## src/pkg/cctd_pkg.sv

```systemverilog
// Contract
// - Prefetch queue overlaps next fetch, shortening time
// - Each memory wait state lengthens execution
// - ROM fast count only when fetch bit set
// - Fast RAM window follows relocation page 0/F
// - Other RAM, external, special areas use slow counts
// - Word on 8-bit or odd address adds 4
// - Internal RAM 16-bit; odd ROM word adds 4
// - Odd stack word raises per-register coefficient 4
// - Three-byte on 8-bit or odd adds 4
// - Short encoding short count, long encoding long
// - Operand byte is repeat count for table/MAC
// - C register repeat count; suspension stretches time
// - Shift time scales with bit count
// - Push/pop time scales with register count
// - Pin check reads twice, XORs, sets zero
// - Accumulator pin check also stores XOR in A
// - Bank select: 00000101 then 10101 plus bank
// - Alternate bank select: same byte, then 10111
package cctd_pkg;

  localparam int CCTD_AW = 8;

  localparam logic [7:0] OFF_CTRL  = 8'h00;
  localparam logic [7:0] OFF_MM    = 8'h04;
  localparam logic [7:0] OFF_LOC   = 8'h08;
  localparam logic [7:0] OFF_OPC   = 8'h0c;
  localparam logic [7:0] OFF_ADDR  = 8'h10;
  localparam logic [7:0] OFF_ATTR  = 8'h14;
  localparam logic [7:0] OFF_BASES = 8'h18;
  localparam logic [7:0] OFF_BASEL = 8'h1c;
  localparam logic [7:0] OFF_CREG  = 8'h20;
  localparam logic [7:0] OFF_STAT  = 8'h24;
  localparam logic [7:0] OFF_TOTAL = 8'h28;

  localparam int CTRL_ISSUE_BIT = 0;
  localparam int STAT_DONE_BIT  = 1;
  localparam int MM_FAST_BIT    = 7;

  localparam logic [31:0] RST_ZERO = 32'h0000_0000;
  localparam logic [7:0]  RST_MM   = 8'h80;

  localparam logic [7:0] OP_SELBANK = 8'h05;
  localparam logic [4:0] SEL_MAIN   = 5'h15;
  localparam logic [4:0] SEL_ALT    = 5'h17;
  localparam logic [7:0] OP_SWAPSET = 8'hfc;
  localparam logic [7:0] OP_PREFIX7 = 8'h07;
  localparam logic [7:0] OP_PINCHK  = 8'hc8;
  localparam logic [7:0] OP_PINACC  = 8'hc9;
  localparam logic [7:0] OP_STRING  = 8'h15;
  localparam logic [7:0] OP_INT_ON  = 8'h4b;
  localparam logic [7:0] OP_INT_OFF = 8'h4a;

  localparam logic [3:0]  PAGE_LOW   = 4'h0;
  localparam logic [3:0]  PAGE_HIGH  = 4'hf;
  localparam logic [23:0] IRAM0_LO   = 24'h00fd00;
  localparam logic [23:0] IRAM0_HI   = 24'h00feff;
  localparam logic [23:0] IRAMF_LO   = 24'h0ffd00;
  localparam logic [23:0] IRAMF_HI   = 24'h0ffeff;
  localparam logic [23:0] ROM_TOP    = 24'h010000;

  localparam logic [3:0] PEN_CLK = 4'h4;

  typedef enum logic [1:0] {
    SZ_BYTE   = 2'h0,
    SZ_WORD   = 2'h1,
    SZ_TRIPLE = 2'h2,
    SZ_NONE   = 2'h3
  } cctd_size_e;

  typedef enum logic [1:0] {
    NC_OPERAND = 2'h0,
    NC_CREG    = 2'h1,
    NC_SHIFT   = 2'h2,
    NC_STACK   = 2'h3
  } cctd_ncls_e;

  typedef struct packed {
    logic [7:0] operand;
    logic [7:0] coef;
    logic [7:0] waits;
    logic       sfr;
    logic       branch;
    cctd_ncls_e nclass;
    logic       long_enc;
    logic       bus8;
    cctd_size_e size;
  } cctd_attr_s;

  typedef struct packed {
    logic       rbsel;
    logic       alternate_set_variant;
    logic [2:0] bank;
    logic       swap_register_set_op;
    logic       pin_chk;
    logic       pin_acc;
    logic       strop;
    logic       ints_on;
    logic       ints_off;
  } cctd_dec_s;

endpackage : cctd_pkg

```

## src/rtl/cctd_decode.sv

```systemverilog
`timescale 1ns/1ps
module cctd_decode (
  input  wire logic [7:0]        b1_i,
  input  wire logic [7:0]        b2_i,
  output cctd_pkg::cctd_dec_s    dec_o
);
  import cctd_pkg::*;

  wire is_sel = (b1_i == OP_SELBANK);
  wire is_p7  = (b1_i == OP_PREFIX7);

  assign dec_o.rbsel    = is_sel & (b2_i[7:3] == SEL_MAIN);
  assign dec_o.alternate_set_variant      = is_sel & (b2_i[7:3] == SEL_ALT);
  assign dec_o.bank     = b2_i[2:0];
  assign dec_o.swap_register_set_op     = is_sel & (b2_i == OP_SWAPSET);
  assign dec_o.pin_chk  = is_p7 & (b2_i == OP_PINCHK);
  assign dec_o.pin_acc  = is_p7 & (b2_i == OP_PINACC);
  assign dec_o.strop    = (b1_i == OP_STRING);
  assign dec_o.ints_on  = (b1_i == OP_INT_ON);
  assign dec_o.ints_off = (b1_i == OP_INT_OFF);

endmodule : cctd_decode

```

## src/rtl/cctd_region.sv

```systemverilog
`timescale 1ns/1ps
module cctd_region (
  input  wire logic [23:0] addr_i,
  input  wire logic [3:0]  page_i,
  input  wire logic        sfr_i,
  output logic             is_rom_o,
  output logic             is_fast_internal_ram_o
);
  import cctd_pkg::*;

  // Any page other than 0H or 0FH leaves no fast window
  wire in0 = (addr_i >= IRAM0_LO) & (addr_i <= IRAM0_HI);
  wire inf = (addr_i >= IRAMF_LO) & (addr_i <= IRAMF_HI);
  wire w0  = (page_i == PAGE_LOW) & in0;
  wire wf  = (page_i == PAGE_HIGH) & inf;

  assign is_fast_internal_ram_o = ~sfr_i & (w0 | wf);
  assign is_rom_o  = ~sfr_i & ~is_fast_internal_ram_o & (addr_i < ROM_TOP);

endmodule : cctd_region

```

## src/rtl/cctd_top.sv

```systemverilog
// Our own choices: the register addresses and the Wishbone slave port.
`timescale 1ns/1ps
module cctd_top (
  input  wire logic                         clk_i,
  input  wire logic                         rst_i,
  input  wire logic                         wb_cyc_i,
  input  wire logic                         wb_stb_i,
  input  wire logic                         wb_we_i,
  input  wire logic [3:0]                   wb_sel_i,
  input  wire logic [cctd_pkg::CCTD_AW-1:0] wb_adr_i,
  input  wire logic [31:0]                  wb_dat_i,
  output logic [31:0]                       wb_dat_o,
  output logic                              wb_ack_o,
  input  wire logic [7:0]                   pins_i,
  input  wire logic                         suspend_i,
  output logic [2:0]                        bank_o,
  output logic                              alt_set_o,
  output logic                              zero_flag_o,
  output logic [7:0]                        acc_o,
  output logic                              busy_o,
  output logic                              done_o,
  output logic                              int_enable_o
);
  import cctd_pkg::*;

  typedef enum logic [3:0] {
    ST_IDLE = 4'b0001,
    ST_PIN1 = 4'b0010,
    ST_PIN2 = 4'b0100,
    ST_RUN  = 4'b1000
  } cctd_state_e;

  cctd_state_e state_r;
  cctd_state_e state_nxt;

  logic        ack_r;
  logic [31:0] dat_r;
  logic [7:0]  mm_r;
  logic [3:0]  loc_r;
  logic [15:0] opc_r;
  logic [23:0] addr_r;
  cctd_attr_s  attr_r;
  logic [23:0] bases_r;
  logic [23:0] basel_r;
  logic [15:0] creg_r;
  logic [17:0] total_r;
  logic [17:0] remain_r;
  logic        prev_branch_r;
  logic        pin_acc_r;
  logic [7:0]  samp1_r;
  logic [7:0]  pins_m_r;
  logic [7:0]  pins_s_r;
  logic        susp_m_r;
  logic        susp_s_r;
  logic [2:0]  bank_r;
  logic        alt_r;
  logic        zero_r;
  logic [7:0]  acc_r;
  logic        done_r;
  logic        inten_r;

  // Bus decode
  logic [31:0] wmask;
  genvar gi;
  generate
    for (gi = 0; gi < 4; gi++)
    begin : g_lane
      assign wmask[8*gi +: 8] = {8{wb_sel_i[gi]}};
    end
  endgenerate

  wire req    = wb_cyc_i & wb_stb_i & ~ack_r;
  wire wr_en  = req & wb_we_i;
  wire hit_ct = wr_en & (wb_adr_i == OFF_CTRL);
  wire hit_mm = wr_en & (wb_adr_i == OFF_MM);
  wire hit_lc = wr_en & (wb_adr_i == OFF_LOC);
  wire hit_op = wr_en & (wb_adr_i == OFF_OPC);
  wire hit_ad = wr_en & (wb_adr_i == OFF_ADDR);
  wire hit_at = wr_en & (wb_adr_i == OFF_ATTR);
  wire hit_bs = wr_en & (wb_adr_i == OFF_BASES);
  wire hit_bl = wr_en & (wb_adr_i == OFF_BASEL);
  wire hit_cr = wr_en & (wb_adr_i == OFF_CREG);
  wire hit_st = wr_en & (wb_adr_i == OFF_STAT);

  wire idle     = (state_r == ST_IDLE);
  // An issue while busy is dropped; software polls busy first
  wire issue    = hit_ct & wb_sel_i[0] & wb_dat_i[CTRL_ISSUE_BIT] & idle;
  wire clr_done = hit_st & wb_sel_i[0] & wb_dat_i[STAT_DONE_BIT];
  wire [31:0] wdat = wb_dat_i & wmask;

  // Instruction decode and region classification
  cctd_dec_s dec;
  logic      is_rom;
  logic      is_fast_internal_ram;

  cctd_decode u_dec (
    .b1_i  (opc_r[15:8]),
    .b2_i  (opc_r[7:0]),
    .dec_o (dec)
  );

  cctd_region u_reg (
    .addr_i    (addr_r),
    .page_i    (loc_r),
    .sfr_i     (attr_r.sfr),
    .is_rom_o  (is_rom),
    .is_fast_internal_ram_o (is_fast_internal_ram)
  );

  // Clock count assembly
  wire col_rom  = is_rom & mm_r[MM_FAST_BIT];
  wire col_fast_internal_ram = is_fast_internal_ram;
  wire col_gen  = ~col_rom & ~col_fast_internal_ram;
  wire odd      = addr_r[0];
  wire is_word  = (attr_r.size == SZ_WORD);
  wire is_tri   = (attr_r.size == SZ_TRIPLE);
  wire [23:0] base_tab = attr_r.long_enc ? basel_r : bases_r;
  wire [7:0]  base = col_rom  ? base_tab[7:0] :
                     col_fast_internal_ram ? base_tab[15:8] : base_tab[23:16];
  wire gen_pen  = col_gen & (attr_r.bus8 | odd);
  wire pen_hit  = (is_word & gen_pen)
                | (is_tri & gen_pen)
                | (is_word & col_rom & odd);
  wire [3:0] pen = pen_hit ? PEN_CLK : 4'h0;
  wire stk_odd  = (attr_r.nclass == NC_STACK) & odd & is_word;
  // Operand byte serves table/MAC repeats, shift width and register count
  wire [7:0] n_cnt = (attr_r.nclass == NC_CREG) ? creg_r[7:0]
                                                : attr_r.operand;
  wire [8:0]  coef  = {1'b0, attr_r.coef} + (stk_odd ? {5'h00, PEN_CLK} : 9'h000);
  wire [16:0] nterm = 17'(coef) * 17'(n_cnt);
  wire [17:0] raw   = 18'(base) + 18'(pen) + 18'(nterm) + 18'(attr_r.waits);
  wire [17:0] credit = prev_branch_r ? 18'h0 : 18'(creg_r[15:8]);
  wire [17:0] total = (raw > credit + 18'h1) ? raw - credit : 18'h1;

  wire pin_op  = dec.pin_chk | dec.pin_acc;
  wire [7:0] pin_x = samp1_r ^ pins_s_r;

  // Read mux
  wire [31:0] stat = {16'h0000, acc_r, inten_r, bank_r, alt_r, zero_r, done_r, ~idle};
  wire [31:0] rd_data =
    (wb_adr_i == OFF_CTRL)  ? 32'h0 :
    (wb_adr_i == OFF_MM)    ? {24'h0, mm_r} :
    (wb_adr_i == OFF_LOC)   ? {28'h0, loc_r} :
    (wb_adr_i == OFF_OPC)   ? {16'h0, opc_r} :
    (wb_adr_i == OFF_ADDR)  ? {8'h0, addr_r} :
    (wb_adr_i == OFF_ATTR)  ? 32'(attr_r) :
    (wb_adr_i == OFF_BASES) ? {8'h0, bases_r} :
    (wb_adr_i == OFF_BASEL) ? {8'h0, basel_r} :
    (wb_adr_i == OFF_CREG)  ? {16'h0, creg_r} :
    (wb_adr_i == OFF_STAT)  ? stat :
    (wb_adr_i == OFF_TOTAL) ? {14'h0, total_r} : 32'h0;

  always_ff @(posedge clk_i)
  begin
    if (rst_i)
    begin
      ack_r <= 1'b0;
      dat_r <= RST_ZERO;
    end
    else
    begin
      ack_r <= req;
      dat_r <= req ? rd_data : dat_r;
    end
  end

  always_ff @(posedge clk_i)
  begin
    if (rst_i)
    begin
      mm_r    <= RST_MM;
      loc_r   <= RST_ZERO[3:0];
      opc_r   <= RST_ZERO[15:0];
      addr_r  <= RST_ZERO[23:0];
      attr_r  <= cctd_attr_s'(RST_ZERO);
      bases_r <= RST_ZERO[23:0];
      basel_r <= RST_ZERO[23:0];
      creg_r  <= RST_ZERO[15:0];
    end
    else
    begin
      if (hit_mm) mm_r <= (mm_r & ~wmask[7:0]) | wdat[7:0];
      if (hit_lc) loc_r <= (loc_r & ~wmask[3:0]) | wdat[3:0];
      if (hit_op) opc_r <= (opc_r & ~wmask[15:0]) | wdat[15:0];
      if (hit_ad) addr_r <= (addr_r & ~wmask[23:0]) | wdat[23:0];
      if (hit_at) attr_r <= cctd_attr_s'((32'(attr_r) & ~wmask) | wdat);
      if (hit_bs) bases_r <= (bases_r & ~wmask[23:0]) | wdat[23:0];
      if (hit_bl) basel_r <= (basel_r & ~wmask[23:0]) | wdat[23:0];
      if (hit_cr) creg_r <= (creg_r & ~wmask[15:0]) | wdat[15:0];
    end
  end

  // Pins and suspend come from outside, two stages each
  always_ff @(posedge clk_i)
  begin
    if (rst_i)
    begin
      pins_m_r <= 8'h00;
      pins_s_r <= 8'h00;
      susp_m_r <= 1'b0;
      susp_s_r <= 1'b0;
    end
    else
    begin
      pins_m_r <= pins_i;
      pins_s_r <= pins_m_r;
      susp_m_r <= suspend_i;
      susp_s_r <= susp_m_r;
    end
  end

  always_comb
  begin
    state_nxt = state_r;
    case (state_r)
      ST_IDLE:
        if (issue)
          state_nxt = pin_op ? ST_PIN1 : ST_RUN;
      ST_PIN1:
        state_nxt = ST_PIN2;
      ST_PIN2:
        state_nxt = ST_RUN;
      ST_RUN:
        if (~susp_s_r && remain_r == 18'h1)
          state_nxt = ST_IDLE;
      default:
        state_nxt = ST_IDLE;
    endcase
  end

  wire finish = (state_r == ST_RUN) & ~susp_s_r & (remain_r == 18'h1);

  always_ff @(posedge clk_i)
  begin
    if (rst_i)
    begin
      state_r       <= ST_IDLE;
      total_r       <= 18'h0;
      remain_r      <= 18'h0;
      prev_branch_r <= 1'b1;
      pin_acc_r     <= 1'b0;
    end
    else
    begin
      state_r <= state_nxt;
      if (issue)
      begin
        total_r       <= total;
        remain_r      <= total;
        prev_branch_r <= attr_r.branch;
        pin_acc_r     <= dec.pin_acc;
      end
      else if (state_r == ST_RUN && ~susp_s_r)
        remain_r <= remain_r - 18'h1;
    end
  end

  // Pin check: two reads one cycle apart, compared bit by bit
  always_ff @(posedge clk_i)
  begin
    if (rst_i)
    begin
      samp1_r <= 8'h00;
      zero_r  <= 1'b0;
      acc_r   <= 8'h00;
    end
    else
    begin
      if (state_r == ST_PIN1)
        samp1_r <= pins_s_r;
      if (state_r == ST_PIN2)
        zero_r <= (pin_x == 8'h00);
      if (state_r == ST_PIN2 && pin_acc_r)
        acc_r <= pin_x;
    end
  end

  // Bank takes effect for the instructions that follow
  always_ff @(posedge clk_i)
  begin
    if (rst_i)
    begin
      bank_r  <= 3'h0;
      alt_r   <= 1'b0;
      inten_r <= 1'b0;
      done_r  <= 1'b0;
    end
    else
    begin
      if (issue && (dec.rbsel || dec.alternate_set_variant))
      begin
        bank_r <= dec.bank;
        alt_r  <= dec.alternate_set_variant;
      end
      else if (issue && dec.swap_register_set_op)
        alt_r <= ~alt_r;
      if (issue && dec.ints_on)
        inten_r <= 1'b1;
      else if (issue && dec.ints_off)
        inten_r <= 1'b0;
      // Completion wins over a clear in the same cycle
      done_r <= finish | (done_r & ~clr_done);
    end
  end

  assign wb_ack_o     = ack_r;
  assign wb_dat_o     = dat_r;
  assign bank_o       = bank_r;
  assign alt_set_o    = alt_r;
  assign zero_flag_o  = zero_r;
  assign acc_o        = acc_r;
  assign busy_o       = ~state_r[0];
  assign done_o       = done_r;
  assign int_enable_o = inten_r;
endmodule : cctd_top

```

## config.mk

```make
export PLATFORM = sky130hd
export DESIGN_NAME = cctd_top
export DESIGN_NICKNAME = d
export VERILOG_FILES = /design/src/pkg/cctd_pkg.sv /design/src/rtl/cctd_decode.sv /design/src/rtl/cctd_region.sv /design/src/rtl/cctd_top.sv
export SDC_FILE = /design/constraint.sdc
export NUM_CORES = 1
export LEC_CHECK = 0
export BUFFER_PORTS_ARGS = -buffer_cell sky130_fd_sc_hd__clkbuf_2
export CAP_MARGIN = 20
export CORE_MARGIN = 5
export CORE_UTILIZATION = 60
export CTS_CLUSTER_DIAMETER = 200
export DETAILED_ROUTE_END_ITERATION = 10
export PLACE_DENSITY_LB_ADDON = 0.05
export SETUP_SLACK_MARGIN = 0.05
export SYNTH_ARGS = -nofsm -noshare
export SYNTH_HDL_FRONTEND = slang
export SYNTH_SLANG_ARGS = --single-unit
```

## constraint.sdc

```tcl
create_clock -name clk_i -period 21 [get_ports clk_i]
set_input_delay 1.05 -clock clk_i [delete_from_list [all_inputs] [get_ports clk_i]]
set_output_delay 1.05 -clock clk_i [all_outputs]
set_load 0.05 [all_outputs]
```

==> impl_metrics.ini, run 1 <==
[status]
status = finished clean

[cts]
clockRootBuffer = clkbuf_16
cts_resized = 0
numCtsBuffers = 28
cts_tree = done
htree_levels = 1
cts_hold_buf = 0
cts_sinks = 264
cts.clk_slew.worst_paths_ns = 0.06
clockBufferDepth = 3
post-cts-setup-buffers = 0
clkLatencyLatePin_ns = 0.58

[pwr]
p_total_mw = 1.085
peakVddDrop_mv = 0.08168
powerDensity_nw_per_um2 = 62.53
leakagePower_nw = 6.943

[yosys]
synth_edf_count = 0
synth_flop_cell = dfxtp_1
synth.area.top_cells = dfxtp_1, fa_1, nand2_1
synth_top_area_share_pct = 33.84
yosysUniqueCellTypes = 84
ys_async_sr_fraction_pct = 0
synth-warning-count = 0
synth_nets = 2083
synthCells = 1892
synth-seq-cells = 264
netlist_area_um2 = 15620
ys_seq_area_share_pct = 33.84
syn_area_per_cell_um2 = 8.255
yosys.area.top_type = dfxtp_1

[floorplan]
coreArea_um2 = 25840
die_w_um = 171.3
die_y_um = 171.3
io_pins = 107
initial_utilization_pct = 60.45
fp-row-count = 59
die_area_um2 = 29360

[timing]
fmax_ghz = 0.1255
fin_crit_sh_pct = 37.95
setup_viol = 0
max_slew.worst_pin.slew_ns = 1.053
period_minus_slack_ns = 7.970
grt_setup_unrepaired = no
relSlewSlack_pct = 29.79
maxSlewViolCount = 0
skew_ns = 0.05646
tns_ns = 0
hold_violations = 0

[global_route]
grt_pass1_wl_um = 73110
grt_pass1_vias = 13390
grt_max_degree = 96
grtUsageTotal_pct = 31.18
antenna_found_initial = 0
grt_overflow = 0

[cells_and_area]
nFillCells = 2282
antennaDiodeCount = 0
syn_to_final_growth_pct = 11.05
drive_above_1_share_pct = 11.46
final_nets = 2132

[place]
place_hpwl_um = 34290
port_buffers = 106
place_congestion = 0.9231

[setup_path]
arrival_ns = 8.36
crit_type = reg -> reg
r2r_slack_ns = 13.03
cp.required_ns = 21.39
end_kind = flop
cp_max_fo = 15
cp_common_cell = fa_1
cp_slowest_cell = o21ai_2
crit_path_start_kind = flop
max_stage_delay_ns = 0.59

[drt]
num_vias = 14350
routedWlPerCell_um = 20.26
drc = 0
first_pass_iters = 6
antenna_left = 0
wirelength_um = 46570
initialDrtViolationCount = 1604
viasPerCell = 6.245

[job]
maxCapViolations = 0

[min_path]
hp-class = reg -> reg
[final cells by class]
class                   instances  area (um2)  share of cell area, %
repair buffers                124       675.6                  3.896
inverters                      80       300.3                  1.731
well taps                     335       419.2                  2.417
multi-input cells            1443        9639                  55.58
flip-flops and latches        264        5285                  30.47
clock buffers                  35       777.0                  4.480
clock inverters                17       247.7                  1.428
[cells in the mapped netlist, types with 28 or more instances]
| cell | instances |
|---|---|
| mux2i_1 | 31 |
| a21oi_1 | 202 |
| nor3_1 | 28 |
| and2_1 | 33 |
| a22oi_1 | 59 |
| nand2_1 | 293 |
| dfxtp_1 | 264 |
| nor2_1 | 131 |
| nand3_1 | 159 |
| clkbuf_1 | 71 |
| nor2b_1 | 28 |
| inv_1 | 80 |
| fa_1 | 58 |
| o21ai_0 | 28 |
| ha_1 | 75 |
[through the flow]
| step | instance area (um2) | cells | utilization, % | worst slack (ns) | hold WS, ns |
|---|---|---|---|---|---|
| 4_1_cts | 17340 | 2297 | 67.10 | 13.08 | 0.4381 |
| 2_1_floorplan | 15620 | 1892 | - | 14.23 | 0.4138 |
| 5_1_grt | 17340 | 2298 | 67.13 | 12.44 | 0.4572 |
| 3_5_place_dp | 16310 | 2245 | 63.13 | 13.09 | 0.4246 |
| 6_report | 17340 | 2298 | 67.13 | 13.03 | 0.4351 |
| 3_3_place_gp | 16300 | 2244 | 63.09 | 13.31 | 0.4169 |
[routing by layer]
layer	share of wire, %	vias up	routed length [um]	track usage [%]
met5	0	-	0	0
met4	3.5	0	1636	9.128
met3	10	93	4639	7.401
met2	44	659	20510	47.85
met1	42	6814	19780	44.14
li1	-	6785	-	-
[cells by family (layout without fill, tap and decap cells)]
kind of cell    count (synthesis)  count (layout)  share of synthesized area [%]
buf+inv                       185             256                          4.670
compound gates                437             437                          17.88
xor+xnor                       47              47                          2.636
mux                            51              51                          4.029
fa+ha+maj                     133             133                          13.44
simple gates                  775             775                          23.50
flops                         264             264                          33.84
[cell usage in the layout (no fill, tap or decap), drive strengths merged, types with 5 or more instances in the layout]
cell type	n
o21ai	44
o31ai	6
fa	58
nor2b	29
nand2	294
a221oi	14
mux2	12
nor4	15
mux4	8
or4b	5
ha	75
a21oi	202
o211ai	11
a21o	7
nand4	14
nor2	132
mux2i	31
or4	8
buf	18
and2	34
nand2b	21
bufinv	5
xnor2	24
nor3	28
clkbuf	141
a211oi	11
a22oi	59
clkinv	9
o22ai	7
xor2	23
nand3	159
and3	10
dfxtp	264
a22o	20
inv	82
a31oi	14
o21a	7
[path summary, 6_finish.rpt]
check	endpoint	start	cells after the start
hold reg to reg	pins_s_r[3]$_SDFF_PP0_	pins_m_r[3]$_SDFF_PP0_	1
setup reg to reg	remain_r[11]$_SDFFE_PP0P_	flop	27
setup / recovery	remain_r[11]$_SDFFE_PP0P_	flop	27
hold / removal	pins_s_r[3]$_SDFF_PP0_	pins_m_r[3]$_SDFF_PP0_	1
[report_power, final]
part           internal [mW]  total (mW)  switching (mW)
Sequential             0.503       0.504         0.00117
Combinational        0.00884      0.0363          0.0274
Clock                  0.326       0.544           0.218
Total                  0.838        1.08           0.247
[worst max-delay path, delay by kind of cell, from the launching register on]
| family | cells | cell delay (ns) |
|---|---|---|
| DFF | 1 | 0.36 |
| adders and majority gates | 9 | 3.64 |
| and+or+nand+nor | 10 | 1.61 |
| xor gates and xnor gates | 2 | 0.75 |
| AOI/OAI and AO/OA | 5 | 1.36 |
| buffers and inverters | 1 | 0.05 |
Note: power is estimated with default switching activity, not from simulation.
==> run 2, diff against run 1 <==
--- a/config.mk
+++ b/config.mk
@@ -8,7 +8,7 @@
 export BUFFER_PORTS_ARGS = -buffer_cell sky130_fd_sc_hd__clkbuf_2
 export CAP_MARGIN = 20
 export CORE_MARGIN = 5
-export CORE_UTILIZATION = 60
+export CORE_UTILIZATION = 56
 export CTS_CLUSTER_DIAMETER = 200
 export DETAILED_ROUTE_END_ITERATION = 10
 export PLACE_DENSITY_LB_ADDON = 0.05
==> constraint.sdc (replaced) <==
create_clock -name clk_i -period 6.48 [get_ports clk_i]
set_input_delay 0.324 -clock clk_i [delete_from_list [all_inputs] [get_ports clk_i]]
set_output_delay 0.324 -clock clk_i [all_outputs]
set_load 0.05 [all_outputs]
==> impl_metrics.ini, run 2 (same netlist as run 1, synthesis figures left out) <==
[floorplan]
die_area_um2 = 31330
die_w_um = 177.0
die_y_um = 177.0
fp-row-count = 61
io_pins = 107
initial_utilization_pct = 56.53
coreArea_um2 = 27630

[setup_path]
cp_max_fo = 8
crit_path_start_kind = flop
crit_path_end = remain_r[0]$_SDFFE_PP0P_
cp_slowest_cell = fa_1
r2r_slack_ns = -0.05
crit_type = reg -> reg
cp_common_cell = fa_1
cp.required_ns = 6.95
arrival_ns = 7.00
max_stage_delay_ns = 0.57
r2r_cells = 29
worst_r2r_endpoint = remain_r[0]$_SDFFE_PP0P_
end_kind = flop

[pwr]
leakagePower_nw = 7.602
pwr-share-clk_pct = 47.8
powerDensity_nw_per_um2 = 178.5
pwr-share-comb_pct = 3.8
switching_share_pct = 23.82
p_total_mw = 3.370
seqPwrFrac_pct = 48.5
intPower_mw = 2.568
power.switching_mw = 0.8027
peakVddDrop_mv = 0.2471

[drt]
first_pass_iters = 6
initialDrtViolationCount = 1598
viasPerCell = 6.031
routedWlPerCell_um = 19.99
wirelength_um = 49340
antenna_left = 0
drc = 0
num_vias = 14880

[cts]
clkLatencyLatePin_ns = 0.58
clockBufferDepth = 3
cts_tree = done
cts.clk_slew.worst_paths_ns = 0.06
cts_sinks = 264
numCtsBuffers = 29
htree_levels = 1
clockRootBuffer = clkbuf_16

[status]
status = finished with violations
violations = negative setup slack

[global_route]
grt_pass1_vias = 14070
grtUsageTotal_pct = 30.94
grt_pass1_wl_um = 77600
antenna_found_initial = 0
grt_overflow = 0
grt_max_degree = 87

[timing]
tns_ns = -0.1796
skew_ns = 0.02063
hold_violations = 0
setup_viol = 6
fin_crit_sh_pct = 100.8
fmax_ghz = 0.1531
grt_setup_unrepaired = yes
layout_setup_ws_ns = -0.04982
maxSlewViolCount = 0
relSlewSlack_pct = 35.76
period_minus_slack_ns = 6.530
max_slew.worst_pin.slew_ns = 0.9636

[min_path]
hp-class = in -> reg

[cells_and_area]
final_cell_area_um2 = 18880
antennaDiodeCount = 0
regArea_um2 = 5293
final_common_cell = nand2_1
fin_util_pct = 68.35
final_nets = 2259
final_cell_mix = nand2_1, dfxtp_1, a21oi_1
multi_input_area_um2 = 10210
nFillCells = 2338
syn_to_final_growth_pct = 20.91
drive_above_1_share_pct = 19.71

[place]
place_congestion = 0.9233
port_buffers = 106
placed_cell_area_um2 = 17230
place_hpwl_um = 36050

[job]
maxCapViolations = 0
==> run 2: changes by cell type in the layout (fill, tap and decap cells not counted), moves of 7 or more <==
cell,change
xnor2_1,-7
a21oi_1,-7
nand2_1,-7
ha_4,+14
buf_4,+103
inv_2,+7
dlygate4sd3_1,+16
ha_1,-15
inv_1,-7
==> run 2: per-layer routing <==
metal	track usage, %	vias up	routed length, um
li1	-	7031	-
met1	43.73	7061	20460
met2	49.30	685	22710
met3	5.448	107	4641
met4	8.253	0	1533
met5	0	-	0
==> run 2: power by group through the flow <==
stage               combinational [mW]  clock, mW  sequential (mW)
floorplan                       0.0599          0             1.67
detailed placement               0.115          0             1.67
finish                           0.127       1.61             1.63
CTS                              0.123       1.62             1.63
global placement                 0.114          0             1.67
global route                     0.135       1.68             1.63
==> run 2: cell type report <==
cell class / count / share of cell area, %
clock inverter: 14 / 0.6228
sequential: 264 / 28.03
inverter: 80 / 1.590
multi-input combinational: 1443 / 54.07
tap: 378 / 2.504
timing repair buffer: 250 / 8.984
clock buffer: 39 / 4.201
==> run 2: metrics by stage <==
| step | std cells | hold slack [ns] | setup WS (ns) |
|---|---|---|---|
| CTS | 2457 | 0.005223 | 0.03613 |
| detailed placement | 2385 | 0.4239 | -0.2429 |
| global placement | 2384 | 0.4170 | -0.1237 |
| global route | 2468 | 0.04589 | -0.3357 |
| floorplan | 1892 | 0.4138 | 0.05110 |
| finish | 2468 | 0.01610 | -0.04982 |
==> run 2: worst min-delay path by stage <==
stage	endpoint	cells after the start	start	slack (ns)
6_report	flop	3	wb_dat_i[31]	0.02
5_1_grt	flop	3	wb_dat_i[31]	0.05
4_1_cts	flop	3	wb_dat_i[31]	0.005
3_5_place_dp	pins_s_r[2]$_SDFF_PP0_	1	pins_m_r[2]$_SDFF_PP0_	0.42
3_3_place_gp	pins_s_r[4]$_SDFF_PP0_	1	pins_m_r[4]$_SDFF_PP0_	0.42
2_1_floorplan	pins_s_r[0]$_SDFF_PP0_	1	pins_m_r[0]$_SDFF_PP0_	0.41
==> run 2: worst max-delay path: cells and delay by family (launching register included) <==
| kind | cells | cell delay, ns |
|---|---|---|
| AO/OA/AOI/OAI | 5 | 0.79 |
| XOR/XNOR | 2 | 0.44 |
| adder cells (fa/ha/maj) | 9 | 3.41 |
| buffers and inverters | 2 | 0.18 |
| flip-flops | 1 | 0.34 |
| AND/OR/NAND/NOR | 11 | 1.26 |
==> run 2: timing repair <==
item / CTS / global route
endpoints found under the setup margin: 36 / 36
hold buffers: 16 / 0
setup buffers: 3 / 10
gates cloned: 0 / 0
gates resized for setup: 43 / 50
endpoints found under the hold margin: 16 / 0
pin swaps: 35 / 68
==> run 3, diff against run 2 <==
--- a/config.mk
+++ b/config.mk
@@ -8,9 +8,10 @@
 export BUFFER_PORTS_ARGS = -buffer_cell sky130_fd_sc_hd__clkbuf_2
 export CAP_MARGIN = 20
 export CORE_MARGIN = 5
-export CORE_UTILIZATION = 56
+export CORE_UTILIZATION = 40
 export CTS_CLUSTER_DIAMETER = 200
 export DETAILED_ROUTE_END_ITERATION = 10
+export GPL_TIMING_DRIVEN = 1
 export PLACE_DENSITY_LB_ADDON = 0.05
 export SETUP_SLACK_MARGIN = 0.05
 export SYNTH_ARGS = -nofsm -noshare
==> impl_metrics.ini, run 3 (same netlist as run 1, synthesis figures left out) <==
[status]
violations = negative setup slack
status = finished with violations

[setup_path]
cp_top_family = adder cells
end_kind = flop
arrival_ns = 7.01
crit_type = reg -> reg
crit_path_start_kind = flop
cp.required_ns = 6.95
cp_slowest_cell = fa_2
r2r_cells = 32
max_stage_delay_ns = 0.54
cp_common_cell = ha_1
cp_max_fo = 7
worstSetupPathDepth = 32
crit_buf_inv = 5

[global_route]
use_met2_pct = 37.47
use_met3_pct = 3.204
grt_max_degree = 88
grt_overflow = 0
antenna_found_initial = 0
grt_pass1_wl_um = 82450
use_met1_pct = 34.41
grtUsageTotal_pct = 23.68
grt_pass1_vias = 14040
grt_busiest_layer = met2

[cells_and_area]
final_nets = 2294
syn_to_final_growth_pct = 24.47
final_cell_mix = nand2_1, dfxtp_1, a21oi_1
fin_util_pct = 50.30
finalNonFillerCells = 2640
final_common_cell = nand2_1
antennaDiodeCount = 0
drive_above_1_share_pct = 20.97

[min_path]
min_path_cells = 3
hp-class = in -> reg

[timing]
fmax_ghz = 0.1528
grt_setup_unrepaired = yes
hold_violations = 0
layout_setup_ws_ns = -0.06635
skew_ns = 0.02901
tns_ns = -0.3240
maxSlewViolCount = 0
fin_crit_sh_pct = 101.0
max_slew.worst_pin.slew_ns = 0.9829
setup_viol = 18
period_minus_slack_ns = 6.546
relSlewSlack_pct = 34.47

[cts]
cts.clk_slew.worst_paths_ns = 0.07
cts_tree = done
clkLatencyLatePin_ns = 0.59
clockBufferDepth = 3
cts_sinks = 264
numCtsBuffers = 30
htree_levels = 1
clockRootBuffer = clkbuf_16

[pwr]
pwr-share-comb_pct = 3.8
leakagePower_nw = 7.814
peakVddDrop_mv = 0.2591
power.switching_mw = 0.8060
intPower_mw = 2.581
p_total_mw = 3.387
seqPwrFrac_pct = 48.2
powerDensity_nw_per_um2 = 174.2
pwr-share-clk_pct = 47.9
switching_share_pct = 23.80

[place]
port_buffers = 106
place_hpwl_um = 39950
place_congestion = 0.8754
dpl.cell_count = 2551

[drt]
routedWlPerCell_um = 20.23
drc = 0
antenna_left = 0
wirelength_um = 53410
first_pass_iters = 5
initialDrtViolationCount = 1305
viasPerCell = 5.578
num_vias = 14730

[floorplan]
die_y_um = 207.6
fp-row-count = 72
die_w_um = 207.6
initial_utilization_pct = 40.41
io_pins = 107
die_area_um2 = 43100
coreArea_um2 = 38650

[job]
maxCapViolations = 0
==> run 3: final timing paths <==
path / startpoint / to / slack, ns
setup / recovery: flop / remain_r[9]$_SDFFE_PP0P_ / -0.07
hold / removal: wb_dat_i[23] / flop / 0.06
setup reg to reg: flop / remain_r[9]$_SDFFE_PP0P_ / -0.07
hold reg to reg: pins_m_r[3]$_SDFF_PP0_ / pins_s_r[3]$_SDFF_PP0_ / 0.43
==> run 3: worst reg2reg max path: cells and delay by family, from the launching register on <==
family	cells	cell delay, ns
adder cells (fa/ha/maj)	7	2.46
AND/OR/NAND/NOR	10	1.52
multiplexers	1	0.30
buffers and inverters	5	0.63
AO/OA/AOI/OAI	8	1.13
XOR/XNOR	1	0.09
flip-flops	1	0.31
==> run 3: power by group through the flow <==
stage          registers (mW)  logic (mW)  clock network, mW
4_1_cts                  1.63       0.128               1.66
5_1_grt                  1.63       0.138               1.73
6_report                 1.63       0.129               1.62
2_1_floorplan            1.67      0.0599                  0
3_3_place_gp             1.67       0.119                  0
3_5_place_dp             1.67       0.119                  0
==> run 3: stage by stage <==
step	worst slack (ns)	area (um2)	hold WS, ns
after floorplan	0.05110	15750	0.4138
after global placement	-0.2513	17600	0.4160
after detailed placement	-0.3572	17600	0.4251
after CTS	-0.03891	19120	0.03205
after global routing	-0.3365	19440	0.05235
final	-0.06635	19440	0.06142
==> run 3: layout make-up <==
cell class,count,area (um2)
Sequential cell,264,5290
Multi-Input combinational cell,1443,10330
Clock buffer,43,859.6
Tap cell,518,648.1
Timing Repair Buffer,284,1954
Fill cell,3742,19210
Clock inverter,8,61.31
Inverter,80,300.3
==> run 3: timing repair <==
action	in CTS	in global routing
pin swaps	52	59
setup endpoints to repair	36	36
hold endpoints to repair	17	0
hold buffers	17	0
gates resized for setup	66	40
setup buffers	11	9
==> run 3: per-layer routing <==
layer / up-vias / routed length [um]
li1: 7100 / -
met1: 7127 / 24580
met2: 434 / 24290
met3: 65 / 3185
met4: 0 / 1359
met5: - / 0
